[src/inc/tucm_regs.svh]
`ifndef TUCM_REGS_SVH
`define TUCM_REGS_SVH

// tuning value layout: coarse in 10 kHz counts, fine in 100 Hz counts
`define TUCM_COARSE_W      9
`define TUCM_FINE_W        7
`define TUCM_COARSE_TOP    9'h18f
`define TUCM_FINE_MOD      7'h64
`define TUCM_LIN_MOD       16'h9c40
`define TUCM_LIN_W         16

// loop divider: 300 at 144.000 MHz, one count per 10 kHz
`define TUCM_DIV_BASE      10'h12c
`define TUCM_DIV_W         10

// band segment edges, 1 MHz = 100 coarse counts
`define TUCM_SEG1_COARSE   9'h064
`define TUCM_SEG2_COARSE   9'h0c8
`define TUCM_SEG3_COARSE   9'h12c

// step sizes in 100 Hz units
`define TUCM_STEP_100HZ    7'h01
`define TUCM_STEP_1KHZ     7'h0a
`define TUCM_STEP_10KHZ    7'h64

// reference chain: three cascaded stages then a toggle to 10 kHz
`define TUCM_CLK_FREQ_HZ   40000000
`define TUCM_REF_FREQ_HZ   10000
`define TUCM_STG1_DIV      4'h9
`define TUCM_STG2_DIV      4'h9
`define TUCM_STG3_DIV \
    (5'((`TUCM_CLK_FREQ_HZ / `TUCM_REF_FREQ_HZ) / (10 * 10 * 2)) - 5'h01)

// pin synchroniser
`define TUCM_PIN_W         6

`endif

[src/inc/tucm_pkg.sv]
package tucm_pkg;

    typedef enum logic
    {
        TUCM_MODE_SIDEBAND,
        TUCM_MODE_FM
    } tucm_mode_e;

    typedef struct packed
    {
        logic [8:0] coarse;
        logic [6:0] fine;
    } tucm_tune_s;

    typedef struct packed
    {
        logic encPulse;
        logic encCw;
        logic memPressed;
        logic viewMem;
        logic modeFm;
        logic fastStep;
    } tucm_pins_s;

endpackage : tucm_pkg

[src/core/tucm_pin_sync.sv]
`timescale 1ns/1ps
`include "tucm_regs.svh"

module tucm_pin_sync
(
    // clock and reset
    input  wire logic                   clk,
    input  wire logic                   rst_n,
    // raw pins
    input  wire logic [`TUCM_PIN_W-1:0] pinRaw,
    // filtered levels
    output logic      [`TUCM_PIN_W-1:0] pinLevel
);

    logic [`TUCM_PIN_W-1:0] sync1_r;
    logic [`TUCM_PIN_W-1:0] sync2_r;
    logic [`TUCM_PIN_W-1:0] sync3_r;
    logic [`TUCM_PIN_W-1:0] level_r;

    always_ff @(posedge clk or negedge rst_n)
    begin
        if (!rst_n)
        begin
            sync1_r <= '0;
            sync2_r <= '0;
            sync3_r <= '0;
        end
        else
        begin
            sync1_r <= pinRaw;
            sync2_r <= sync1_r;
            sync3_r <= sync2_r;
        end
    end

    // a bit moves only once second and third stage agree
    always_ff @(posedge clk or negedge rst_n)
    begin
        if (!rst_n)
            level_r <= '0;
        else
        begin
            for (int i = 0; i < `TUCM_PIN_W; i++)
            begin
                if (sync2_r[i] == sync3_r[i])
                    level_r[i] <= sync3_r[i];
            end
        end
    end

    assign pinLevel = level_r;

endmodule : tucm_pin_sync

[src/core/tucm_tuning_ctrl.sv]
`timescale 1ns/1ps
`include "tucm_regs.svh"

// Operation
// Each pulse moves the counter one step and it holds between pulses; the code drops a pulse that lands on the swap cycle.
// One selected value feeds both the loop divider and the display.
// The data selector presents either the counter or the memory latch.
// On release of the memory switch the latch captures the counter.
// In that event the counter takes the old latch value, so both swap.
// Sub-10 kHz steps are 100 Hz or 1 kHz in sideband, 1 kHz in FM.
// Changes of 10 kHz and more go to the divide ratio, not the fine path.
// The encoder gives 50 pulses per dial revolution.
// The divide ratio is 300 at 144.000 MHz and 400 at 145.000 MHz.
// Three divider stages make the 10 kHz loop reference from the clock.
// The sub-10 kHz digits drive the offset oscillator D/A code.
// A band-segment output changes every 1 MHz of tuned frequency.
// In FM the fast step is 10 kHz and the normal step 1 kHz.
// In sideband and CW the fast step is 1 kHz and the normal step 100 Hz.
// Clockwise counts up, counter-clockwise counts down.
// Fine-digit carries and borrows pass into the divide-ratio value.
module tucm_tuning_ctrl
(
    // clock and reset
    input  wire logic                    clk,
    input  wire logic                    rst_n,
    // front panel and encoder pins
    input  wire tucm_pkg::tucm_pins_s    pins,
    // loop divider and display
    output tucm_pkg::tucm_tune_s         displayValue,
    output logic [`TUCM_DIV_W-1:0]       divRatio,
    output logic                         memShown,
    // offset oscillator and converter
    output logic [`TUCM_FINE_W-1:0]      dacCode,
    output logic [1:0]                   bandSeg,
    // loop reference
    output logic                         refClk
);

    function automatic logic [6:0] stepUnits(input logic fm,
                                             input logic fast);
        if (fm)
            stepUnits = fast ? `TUCM_STEP_10KHZ : `TUCM_STEP_1KHZ;
        else
            stepUnits = fast ? `TUCM_STEP_1KHZ : `TUCM_STEP_100HZ;
    endfunction : stepUnits

    function automatic tucm_pkg::tucm_tune_s stepValue(
        input tucm_pkg::tucm_tune_s v,
        input logic [6:0]           step,
        input logic                 up);
        logic [7:0] sum;
        sum = 8'(v.fine) + 8'(step);
        stepValue = v;
        if (up)
        begin
            if (sum >= 8'(`TUCM_FINE_MOD))
            begin
                stepValue.fine   = 7'(sum - 8'(`TUCM_FINE_MOD));
                stepValue.coarse = (v.coarse == `TUCM_COARSE_TOP) ?
                                   9'h000 : v.coarse + 9'h001;
            end
            else
                stepValue.fine = 7'(sum);
        end
        else if (v.fine >= step)
            stepValue.fine = v.fine - step;
        else
        begin
            stepValue.fine   = v.fine + `TUCM_FINE_MOD - step;
            stepValue.coarse = (v.coarse == 9'h000) ?
                               `TUCM_COARSE_TOP : v.coarse - 9'h001;
        end
    endfunction : stepValue

    function automatic logic [1:0] segOf(input logic [8:0] coarse);
        if (coarse < `TUCM_SEG1_COARSE)
            segOf = 2'h0;
        else if (coarse < `TUCM_SEG2_COARSE)
            segOf = 2'h1;
        else if (coarse < `TUCM_SEG3_COARSE)
            segOf = 2'h2;
        else
            segOf = 2'h3;
    endfunction : segOf

    function automatic logic [15:0] linOf(input tucm_pkg::tucm_tune_s v);
        linOf = 16'(v.coarse) * 16'(`TUCM_FINE_MOD) + 16'(v.fine);
    endfunction : linOf

    tucm_pkg::tucm_pins_s pinLevel;
    tucm_pkg::tucm_pins_s pinPrev_r;
    tucm_pkg::tucm_tune_s count_r;
    tucm_pkg::tucm_tune_s latch_r;
    tucm_pkg::tucm_tune_s count_nxt;
    tucm_pkg::tucm_tune_s selValue;
    tucm_pkg::tucm_tune_s display_r;
    tucm_pkg::tucm_mode_e mode;
    logic [`TUCM_DIV_W-1:0]  div_r;
    logic [`TUCM_FINE_W-1:0] dac_r;
    logic [1:0]              seg_r;
    logic                    memShown_r;
    logic [3:0]              stg1_r;
    logic [3:0]              stg2_r;
    logic [4:0]              stg3_r;
    logic                    ref_r;
    logic                    stepEv;
    logic                    swapEv;
    logic [6:0]              step;

    tucm_pin_sync u_pin_sync
    (
        .clk      (clk),
        .rst_n    (rst_n),
        .pinRaw   (pins),
        .pinLevel (pinLevel)
    );

    always_ff @(posedge clk or negedge rst_n)
    begin
        if (!rst_n)
            pinPrev_r <= '0;
        else
            pinPrev_r <= pinLevel;
    end

    assign mode   = pinLevel.modeFm ? tucm_pkg::TUCM_MODE_FM
                                    : tucm_pkg::TUCM_MODE_SIDEBAND;
    assign stepEv = pinLevel.encPulse && !pinPrev_r.encPulse;
    // swap on the release, so a held switch does nothing yet
    assign swapEv = !pinLevel.memPressed && pinPrev_r.memPressed;
    assign step   = stepUnits(mode == tucm_pkg::TUCM_MODE_FM,
                              pinLevel.fastStep);

    // fine digits carry straight into the coarse count
    always_comb
    begin
        count_nxt = count_r;
        if (stepEv)
            count_nxt = stepValue(count_r, step,
                                  pinLevel.encCw);
    end

    // a pulse landing on the swap cycle is dropped; swap has priority
    always_ff @(posedge clk or negedge rst_n)
    begin
        if (!rst_n)
            count_r <= '0;
        else if (swapEv)
            count_r <= latch_r;
        else
            count_r <= count_nxt;
    end

    always_ff @(posedge clk or negedge rst_n)
    begin
        if (!rst_n)
            latch_r <= '0;
        else if (swapEv)
            latch_r <= count_r;
    end

    assign selValue = pinLevel.viewMem ? latch_r : count_r;

    // divider, display, converter and segment all load from one source
    always_ff @(posedge clk or negedge rst_n)
    begin
        if (!rst_n)
        begin
            display_r  <= '0;
            div_r      <= `TUCM_DIV_BASE;
            dac_r      <= '0;
            seg_r      <= '0;
            memShown_r <= 1'b0;
        end
        else
        begin
            display_r  <= selValue;
            div_r      <= `TUCM_DIV_BASE + 10'(selValue.coarse);
            dac_r      <= selValue.fine;
            seg_r      <= segOf(selValue.coarse);
            memShown_r <= pinLevel.viewMem;
        end
    end

    // reference chain: /10, /10, /20, then a toggle
    always_ff @(posedge clk or negedge rst_n)
    begin
        if (!rst_n)
        begin
            stg1_r <= '0;
            stg2_r <= '0;
            stg3_r <= '0;
            ref_r  <= 1'b0;
        end
        else
        begin
            stg1_r <= (stg1_r == `TUCM_STG1_DIV) ? 4'h0 : stg1_r + 4'h1;
            if (stg1_r == `TUCM_STG1_DIV)
            begin
                stg2_r <= (stg2_r == `TUCM_STG2_DIV) ? 4'h0 : stg2_r + 4'h1;
                if (stg2_r == `TUCM_STG2_DIV)
                begin
                    stg3_r <= (stg3_r == `TUCM_STG3_DIV) ?
                              5'h00 : stg3_r + 5'h01;
                    if (stg3_r == `TUCM_STG3_DIV)
                        ref_r <= !ref_r;
                end
            end
        end
    end

    assign displayValue = display_r;
    assign divRatio     = div_r;
    assign dacCode      = dac_r;
    assign bandSeg      = seg_r;
    assign memShown     = memShown_r;
    assign refClk       = ref_r;

    // checks
    logic [15:0] linNow;
    logic [15:0] linUp;
    logic [15:0] linDown;
    assign linNow  = linOf(count_r);
    assign linUp   = (linNow + 16'(step) >= `TUCM_LIN_MOD) ?
                     linNow + 16'(step) - `TUCM_LIN_MOD : linNow + 16'(step);
    assign linDown = (linNow >= 16'(step)) ?
                     linNow - 16'(step) : linNow + `TUCM_LIN_MOD - 16'(step);
endmodule : tucm_tuning_ctrl

[config.mk]
export PLATFORM = sky130hd
export DESIGN_NAME = tucm_tuning_ctrl
export DESIGN_NICKNAME = d
export VERILOG_FILES = /design/src/inc/tucm_pkg.sv /design/src/core/tucm_pin_sync.sv /design/src/core/tucm_tuning_ctrl.sv
export VERILOG_INCLUDE_DIRS = /design/src /design/src/inc
export SDC_FILE = /design/constraint.sdc
export NUM_CORES = 1
export LEC_CHECK = 0
export BUFFER_PORTS_ARGS = -buffer_cell sky130_fd_sc_hd__buf_2
export CAP_MARGIN = 20
export CORE_AREA = 10 10 114 116
export CTS_BUF_LIST = sky130_fd_sc_hd__clkbuf_8 sky130_fd_sc_hd__clkbuf_16
export DETAILED_ROUTE_END_ITERATION = 6
export DIE_AREA = 0 0 124 126
export PLACE_DENSITY = 0.68
export SLEW_MARGIN = 25
export SYNTH_ARGS = -nofsm -noshare
export SYNTH_HDL_FRONTEND = slang
export SYNTH_HIERARCHICAL = 1
export SYNTH_SLANG_ARGS = --single-unit
[constraint.sdc]
create_clock -name clk -period 3.1 [get_ports clk]
set_input_delay 0.775 -clock clk [delete_from_list [all_inputs] [get_ports clk]]
set_output_delay 0.775 -clock clk [all_outputs]
set_load 0.01 [all_outputs]
==> metrics, run 1 <==
Slew Limit Fails=0; library cells used by synthesis=66; routed vias/inst=5.490; largest net degree at the start of global routing=55; Post-Syn Instances=528; final hold vios=0; die area=15,620 um2; Yosys warning total=6; critical path fanouts, max=4; Post-DRT Antenna Nets=0; top_reg_cell synth=dfrtp_1; final instance area=6290 um2; net count after synthesis=567; top cells by area, synth=dfrtp_1, ha_1, nand2_1; RSZ-0062 raised after global routing=yes; layout cells sized above 1=0.2696; Die Y=126 um; grt ovf=0; Critical Path AT=3.36 ns; WL per Instance=15.71 um; dpl ws=-0.1890 ns; met3 wire length=715 um; final setup margin=-0.01743 ns; EDFF count, synth=0; failing checks=setup timing; Syn Std Cell Area=5240 um2; Final HPWL DP=8.295 mm; metal1 wirelength=5.018 mm; DR WL met2=5.683 mm; CP Data Required Time=3.34 ns; final hold slack=0.3497 ns; most area-hungry cell type in the Yosys netlist=dfrtp_1; cell leakage power=2.943 nW; startpoint types=register; async set-reset flop share out of synthesis=1.000; count of input and output buffers=44; Max stage delay cell, worst path=dfrtp_1; Nets=635; # setup viols final=5; Final Skew=0.01315 ns; TritonCTS Buffers=9; placed cell area=5744 um2; H-tree Lvls=3; Clk Latency, worst-skew pair=0.36 ns; max incr delay on CP=0.41 ns; CTS root buf=clkbuf_8; CTS Sinks=99; Setup CP Type=reg -> reg; Top Layer Used=met4; drt initial violations=229; FP Rows=38; CTS tree=built; Final Routed Wirelength=11.64 mm; max-cap violations=0; Peak VDD IR=0.3753 mV; vias in the first global route=3,967; fin util=0.5880; min-delay worst type=reg -> reg; Cell Chain, Critical Path=ha_2, clkinv_4, ha_4, nand3b_1, a31oi_2, nand2b_4, ha_4, nand3b_1, a32o_2, o31ai_4, buf_4, mux2_4, o21ai_2, nand2_1; CTS Hold Buffers Added=0; synthesis-stage register bit count=99; Placer Congestion=0.9331; fmax=320.8 MHz; sequential area share after synthesis=0.4737; Fillers=923; area share of the largest cell type after synthesis=0.4537; Ports=45; n_diodes=0; Core Box Area=10,700 um2; average size of a mapped cell=9.924 um2; clock transition at the registers of the reported paths=0.09 ns; first drt pass iteration count=7; global-route wire length before repair=18.93 mm; detailed-route via count=4,068; Chip Width=124 um; max_slew headroom=0.5535; status=complete, but fails checks; initial antenna violation count=0; Tmin final=3.117 ns; Layout area overhead=20.03%; clk buf depth=2; Pwr per Cell Area=957.9 nW/um2; worst slew pin tran=0.6698 ns; kind of end point of the critical path=register; Final TNS setup=-0.03072 ns; Final period util=1.006; gr usage total=0.1460; residual DRC count=0; Initial Utilization=0.4898
-- what timing repair did --
item | CTS | global route
hold endpoints to repair | 0 | 0
endpoints found under the setup margin | 14 | 14
pin swaps | 3 | 18
buffers inserted | 4 | 6
resized for setup | 6 | 42
-- through the flow --
stage                     cells  power (mW)
after floorplan             528       3.833
after detailed placement    715       4.717
after global routing        741       6.502
after global placement      715       4.644
final                       741       6.025
after CTS                   735       5.761
-- cells in the mapped netlist (3+ instances only) --
master and instances:
a21oi_1 20, nand2_1 82, a21o_1 4, dfrtp_1 95
xnor2_1 17, nor2b_1 11, maj3_2 6, buf_4 10
nor2_1 21, mux2i_1 9, inv_1 30, clkbuf_1 13
nand2b_1 8, buf_1 4, ha_1 27, nand3b_1 3
o21ai_1 9, xor2_1 4, nor3_1 16, a31oi_1 3
o21ai_0 38, dfstp_2 4, fa_1 4, a221oi_1 3
nand3_1 11, nor3b_1 6, or3_1 3, mux2_2 8
and3_1 4, a22oi_1 6, a22o_1 5
-- report_power, final --
part           total (mW)  leakage [nW]  switching, mW  internal [mW]
Combinational        3.05          1.60           1.64           1.42
Sequential           2.01          1.22          0.351           1.65
Clock               0.969         0.125          0.433          0.536
-- area by class of cell --
type / count / area [um2] / area share
sequential: 99 / 2482 / 0.3947
clock inverter: 7 / 116.4 / 0.01850
clock buffer: 9 / 123.9 / 0.01969
timing repair buffer: 87 / 573.1 / 0.09111
tap: 140 / 175.2 / 0.02785
multi-input combinational: 368 / 2695 / 0.4285
inverter: 31 / 123.9 / 0.01969
-- cells by family (layout without fill, tap and decap cells) --
| logic type | Yosys count | count (layout) | synth area share |
|---|---|---|---|
| AND/OR/NAND/NOR | 173 | 173 | 0.1566 |
| AO/OA/AOI/OAI | 118 | 118 | 0.1483 |
| flip-flops | 99 | 99 | 0.4737 |
| buffers and inverters | 61 | 134 | 0.05396 |
| adder cells (fa/ha/maj) | 37 | 37 | 0.09264 |
| XOR/XNOR | 22 | 22 | 0.03820 |
| multiplexers | 18 | 18 | 0.03653 |
-- flip-flops by register name, indices dropped and copies added (netlist names), 7 cells and up --
signal        flops
count_r          16
latch_r          16
divRatio         10
dacCode           7
displayValue      7
-- cell usage in the layout, fill, tap and decap left out, types with 8 or more instances in the layout --
cell type / Yosys / final
nor3_1: 16 / 16
nor2b_1: 11 / 10
dfrtp_1: 95 / 95
o21ai_0: 38 / 38
ha_4: 0 / 9
ha_1: 27 / 17
a21oi_1: 20 / 18
buf_2: 1 / 43
clkbuf_8: 0 / 9
nand2_1: 82 / 79
nand3_1: 11 / 11
nor2_1: 21 / 20
buf_4: 10 / 39
xnor2_1: 17 / 16
mux2_2: 8 / 8
inv_1: 30 / 26
mux2i_1: 9 / 9
-- critical path, delay by kind of cell, from the launching register on --
family                     cells  cell delay (ns)
muxes                          1             0.29
DFF                            1             0.41
and+or+nand+nor                4             0.54
adders and majority gates      3             0.59
buffers and inverters          2             0.26
AOI/OAI and AO/OA              4             0.90
-- path summary, 6_finish.rpt --
kind	start	end	slack [ns]	depth (start not counted)
min reg2reg	u_pin_sync/sync1_r[2]	u_pin_sync/sync2_r[2]	0.35	0
max	u_pin_sync/pinLevel[1]	count_r[15]	-0.02	14
max reg2reg	u_pin_sync/pinLevel[1]	count_r[15]	-0.02	14
max in group asynchronous	rst_n	latch_r[8]	1.97	2
min in group asynchronous	rst_n	divRatio[4]	0.44	1
min	u_pin_sync/sync1_r[2]	u_pin_sync/sync2_r[2]	0.35	0
-- per-layer routing --
| layer | GRT usage | vias up |
|---|---|---|
| li1 | - | 1966 |
| met1 | 0.1922 | 1962 |
| met2 | 0.2367 | 124 |
| met3 | 0.02860 | 16 |
| met4 | 0.04336 | 0 |
| met5 | 0 | - |
Power figures use the tool's default switching activity.
==> inputs of run 2 (changes only) <==
SKIP_CTS_REPAIR_TIMING = 1   (was default)
==> run 2 against run 1 <==
Effect of this change: the run now ends clean; sequential power hardly changed; non-clock buffer count is 4 lower; count of clock-buffer cells in the layout stayed put; hold slack better by 0.0016 ns; critical path type unchanged; largest cell class unchanged; highest routed layer unchanged.
==> metrics, run 2 (synthesis results as in run 1) <==
Die Y=126 um; Final TNS setup=0 ns; Core Box Area=10,700 um2; kind of end point of the critical path=register; max_slew headroom=0.5518; max-cap violations=0; global-route wire length before repair=18.77 mm; Max stage delay cell, worst path=dfrtp_1; gr usage total=0.1445; CTS Sinks=99; most common cell after layout, fill and taps aside=dfrtp_1; initial antenna violation count=0; largest net degree at the start of global routing=55; first drt pass iteration count=4; cell leakage power=2.922 nW; met3 wire length=725 um; H-tree Lvls=3; critical path fanouts, max=6; drt initial violations=244; worst slew pin tran=0.6723 ns; routed vias/inst=5.418; max incr delay on CP=0.42 ns; WP depth=12; layout cells sized above 1=0.2513; clock transition at the registers of the reported paths=0.09 ns; Nets=631; # setup viols final=0; final cell count without fillers=737; Final HPWL DP=8.295 mm; TritonCTS Buffers=9; # placed instances=715; RSZ-0062 raised after global routing=yes; Peak VDD IR=0.3700 mV; Layout area overhead=18.10%; Setup CP Type=reg -> reg; WL per Instance=15.53 um; Critical Path AT=3.35 ns; startpoint types=register; grt ovf=0; Buf/Inv on CP=2; CP Data Required Time=3.35 ns; Initial Utilization=0.4898; detailed-route via count=3,993; n_diodes=0; Design Power=5.889 mW; DR WL met2=5.670 mm; clk buf depth=2; Slew Limit Fails=0; metal1 wirelength=4.965 mm; vias in the first global route=3,926; Tmin final=3.096 ns; CTS tree=built; die area=15,620 um2; CTS root buf=clkbuf_8; FP Rows=38; Placer Congestion=0.9331; Final Routed Wirelength=11.45 mm; Final period util=0.9987; Hold Path Cell Cnt=0; Clk Latency, worst-skew pair=0.36 ns; Chip Width=124 um; status=complete, no violations; commonest cells after routing, fill and taps aside=dfrtp_1, nand2_1, buf_2; final hold vios=0; crit-path leading delay family=compound AO/OA/AOI/OAI gates; count of input and output buffers=44; r2r worst-path depth=12; residual DRC count=0; Cell Chain, Critical Path=inv_2, ha_4, buf_6, fa_2, nand2b_4, nand2_2, o311a_4, a32o_2, o31ai_4, or2_4, o21ai_1, a22o_1; min-delay worst type=reg -> reg; Top Layer Used=met4; Post-DRT Antenna Nets=0; Final Skew=0.01336 ns; Pwr per Cell Area=951.6 nW/um2; Ports=45; fmax=323.0 MHz
## run 2: metrics by stage
| stage | area [um2] | hold WS, ns | setup slack, ns | utilization |
|---|---|---|---|---|
| after floorplan | 5250 | 0.3312 | 0.01666 | - |
| after global placement | 5744 | 0.3321 | -0.05399 | 0.5370 |
| after detailed placement | 5744 | 0.3347 | -0.1890 | 0.5370 |
| after CTS | 5984 | 0.3572 | -0.2462 | 0.5594 |
| after global routing | 6188 | 0.3601 | -0.1165 | 0.5785 |
| final | 6188 | 0.3513 | 0.004047 | 0.5785 |
## run 2: final timing paths
check	start	to	slack, ns
setup reg to reg	u_pin_sync/pinLevel[1]	count_r[11]	0.004
min in group asynchronous	rst_n	divRatio[4]	0.44
setup / recovery	u_pin_sync/pinLevel[1]	count_r[11]	0.004
hold reg to reg	u_pin_sync/sync1_r[2]	u_pin_sync/sync2_r[2]	0.35
max in group asynchronous	rst_n	latch_r[8]	1.97
hold / removal	u_pin_sync/sync1_r[2]	u_pin_sync/sync2_r[2]	0.35
## run 2: metal layers
| layer | track usage | up-vias |
|---|---|---|
| met5 | 0 | - |
| met4 | 0.03794 | 0 |
| met3 | 0.02860 | 7 |
| met2 | 0.2354 | 108 |
| met1 | 0.1911 | 1922 |
| li1 | - | 1956 |
## run 2: cell type report
cell class,instances,area [um2]
clock buffer,9,123.9
clock inverter,7,116.4
fill,940,4509
inverter,31,118.9
multi-input combinational,368,2636
sequential,99,2482
tap,140,175.2
timing repair buffer,83,535.5
## run 2: power breakdown
part	total [mW]	switching, mW	internal (mW)
clock network	0.969	0.433	0.536
logic	2.92	1.58	1.34
registers	2.00	0.343	1.65
total	5.89	2.35	3.54
==> inputs of run 3 (changes only) <==
clock period = 2.7 ns   (was 3.1 ns; I/O delays follow)
==> run 3 against run 2 <==
Effect of this change: the run now ends with setup timing left; register-to-register slack got worse by 0.36 ns; critical endpoint is now count_r[9]; count of clock-buffer cells in the layout did not move; critical path type unchanged; sequential power grew 12%; highest routed layer unchanged; global-route usage up 0.57 points.
==> metrics, run 3 (synthesis results as in run 1) <==
TritonCTS Buffers=9; critical path fanouts, max=7; CTS root buf=clkbuf_8; r2r worst-path depth=14; WL per Instance=15.26 um; # setup viols final=14; max-cap violations=0; kind of end point of the critical path=register; Final Routed Wirelength=11.51 mm; commonest cells after routing, fill and taps aside=dfrtp_1, nand2_1, buf_4; Clk Latency, worst-skew pair=0.38 ns; RSZ-0062 raised after global routing=yes; die area=15,620 um2; Slew Limit Fails=0; fmax=327.3 MHz; n_diodes=0; final hold vios=0; Initial Utilization=0.4898; Placer Congestion=0.9271; dpl ws=-0.4480 ns; H-tree Lvls=3; CTS tree=built; Peak VDD IR=0.3930 mV; routed vias/inst=5.341; Final period util=1.132; cell mode on critical path=ha_4; initial antenna violation count=0; status=complete, but fails checks; largest net degree at the start of global routing=39; vias in the first global route=4,046; residual DRC count=0; Post-DRT Antenna Nets=0; grt ovf=0; Critical Path AT=3.32 ns; max incr delay on CP=0.45 ns; FP Rows=38; gr usage total=0.1502; fin util=0.5952; Layout area overhead=21.51%; most common cell after layout, fill and taps aside=dfrtp_1; r2r setup slk=-0.36 ns; Core Box Area=10,700 um2; crit-path leading delay family=compound AO/OA/AOI/OAI gates; CTS Sinks=99; min-delay worst type=in -> async; max_slew headroom=0.6045; Nets=648; Setup CP Type=reg -> reg; final setup margin=-0.3553 ns; Final HPWL DP=8.662 mm; Die Y=126 um; clk buf depth=2; Tmin final=3.055 ns; Max stage delay cell, worst path=dfrtp_2; count of input and output buffers=44; worst slew pin tran=0.5767 ns; Cell Chain, Critical Path=inv_2, ha_4, ha_4, nand3b_1, a31oi_4, nand2b_4, ha_4, nand3b_1, a32o_2, o31ai_4, buf_6, nor2_2, a311oi_1, o32ai_1; Fillers=916; Pwr per Cell Area=1097 nW/um2; Ports=45; Buf/Inv on CP=2; final hold slack=0.2187 ns; Worst R2R End=count_r[9]; Chip Width=124 um; RR Startpoint=u_pin_sync/pinLevel[0]; WP depth=14; clock transition at the registers of the reported paths=0.10 ns; drt initial violations=313; detailed-route via count=4,027; cell leakage power=2.980 nW; CP Data Required Time=2.96 ns; failing checks=setup timing; Final Skew=0.01636 ns; layout cells sized above 1=0.2948; first drt pass iteration count=4; global-route wire length before repair=19.22 mm; startpoint types=register
-- run 3: cell count changes in the layout (fill, tap and decap cells not counted), moves of 3 or more --
cell,delta
ha_4,+3
ha_1,-5
inv_1,-5
buf_4,+17
inv_2,+3
-- run 3: where the power goes --
part	leakage [nW]	internal (mW)	switching [mW]
combinational	1.66	1.78	1.97
sequential	1.22	1.90	0.344
clock	0.104	0.446	0.544
-- run 3: worst max-delay path by stage --
stage | slack (ns) | to | startpoint
2_1_floorplan | -0.17 | count_r[15] | u_pin_sync/pinLevel[1]
3_3_place_gp | -0.30 | count_r[11] | u_pin_sync/pinLevel[0]
3_5_place_dp | -0.45 | count_r[11] | u_pin_sync/pinLevel[0]
4_1_cts | -0.48 | count_r[11] | u_pin_sync/pinLevel[0]
5_1_grt | -0.47 | count_r[14] | u_pin_sync/pinLevel[0]
6_report | -0.36 | count_r[9] | u_pin_sync/pinLevel[0]
-- run 3: area by class of cell --
class,instances,area [um2],area share
clock buffer,9,123.9,0.01945
clock inverter,7,82.58,0.01297
inverter,31,123.9,0.01945
multi-input combinational,368,2714,0.4262
sequential,99,2485,0.3903
tap,140,175.2,0.02751
timing repair buffer,100,663.1,0.1041
-- run 3: routing by layer --
layer	part of all wire	routed length [um]	vias up	global-route usage
met5	0	0	-	0
met4	0.020	227	0	0.06165
met3	0.054	616	18	0.02458
met2	0.47	5403	100	0.2311
met1	0.46	5259	1923	0.2049
li1	-	-	1986	-
-- run 3: per-stage QoR --
stage	power (mW)	instance area, um2	setup TNS (ns)	std cells
2_1_floorplan	4.544	5384	-0.7765	528
3_3_place_gp	5.657	6006	-2.719	732
3_5_place_dp	5.770	6006	-4.646	732
4_1_cts	6.792	6212	-5.146	748
5_1_grt	7.537	6367	-5.531	754
6_report	6.986	6367	-3.743	754
-- run 3: worst register-to-register path: stages (launching register included) --
cell and delay (ns):
dfrtp_2 0.45, inv_2 0.08, ha_4 0.23, ha_4 0.27
nand3b_1 0.15, a31oi_4 0.21, nand2b_4 0.18, ha_4 0.13
nand3b_1 0.08, a32o_2 0.28, o31ai_4 0.35, buf_6 0.18
nor2_2 0.04, a311oi_1 0.21, o32ai_1 0.11
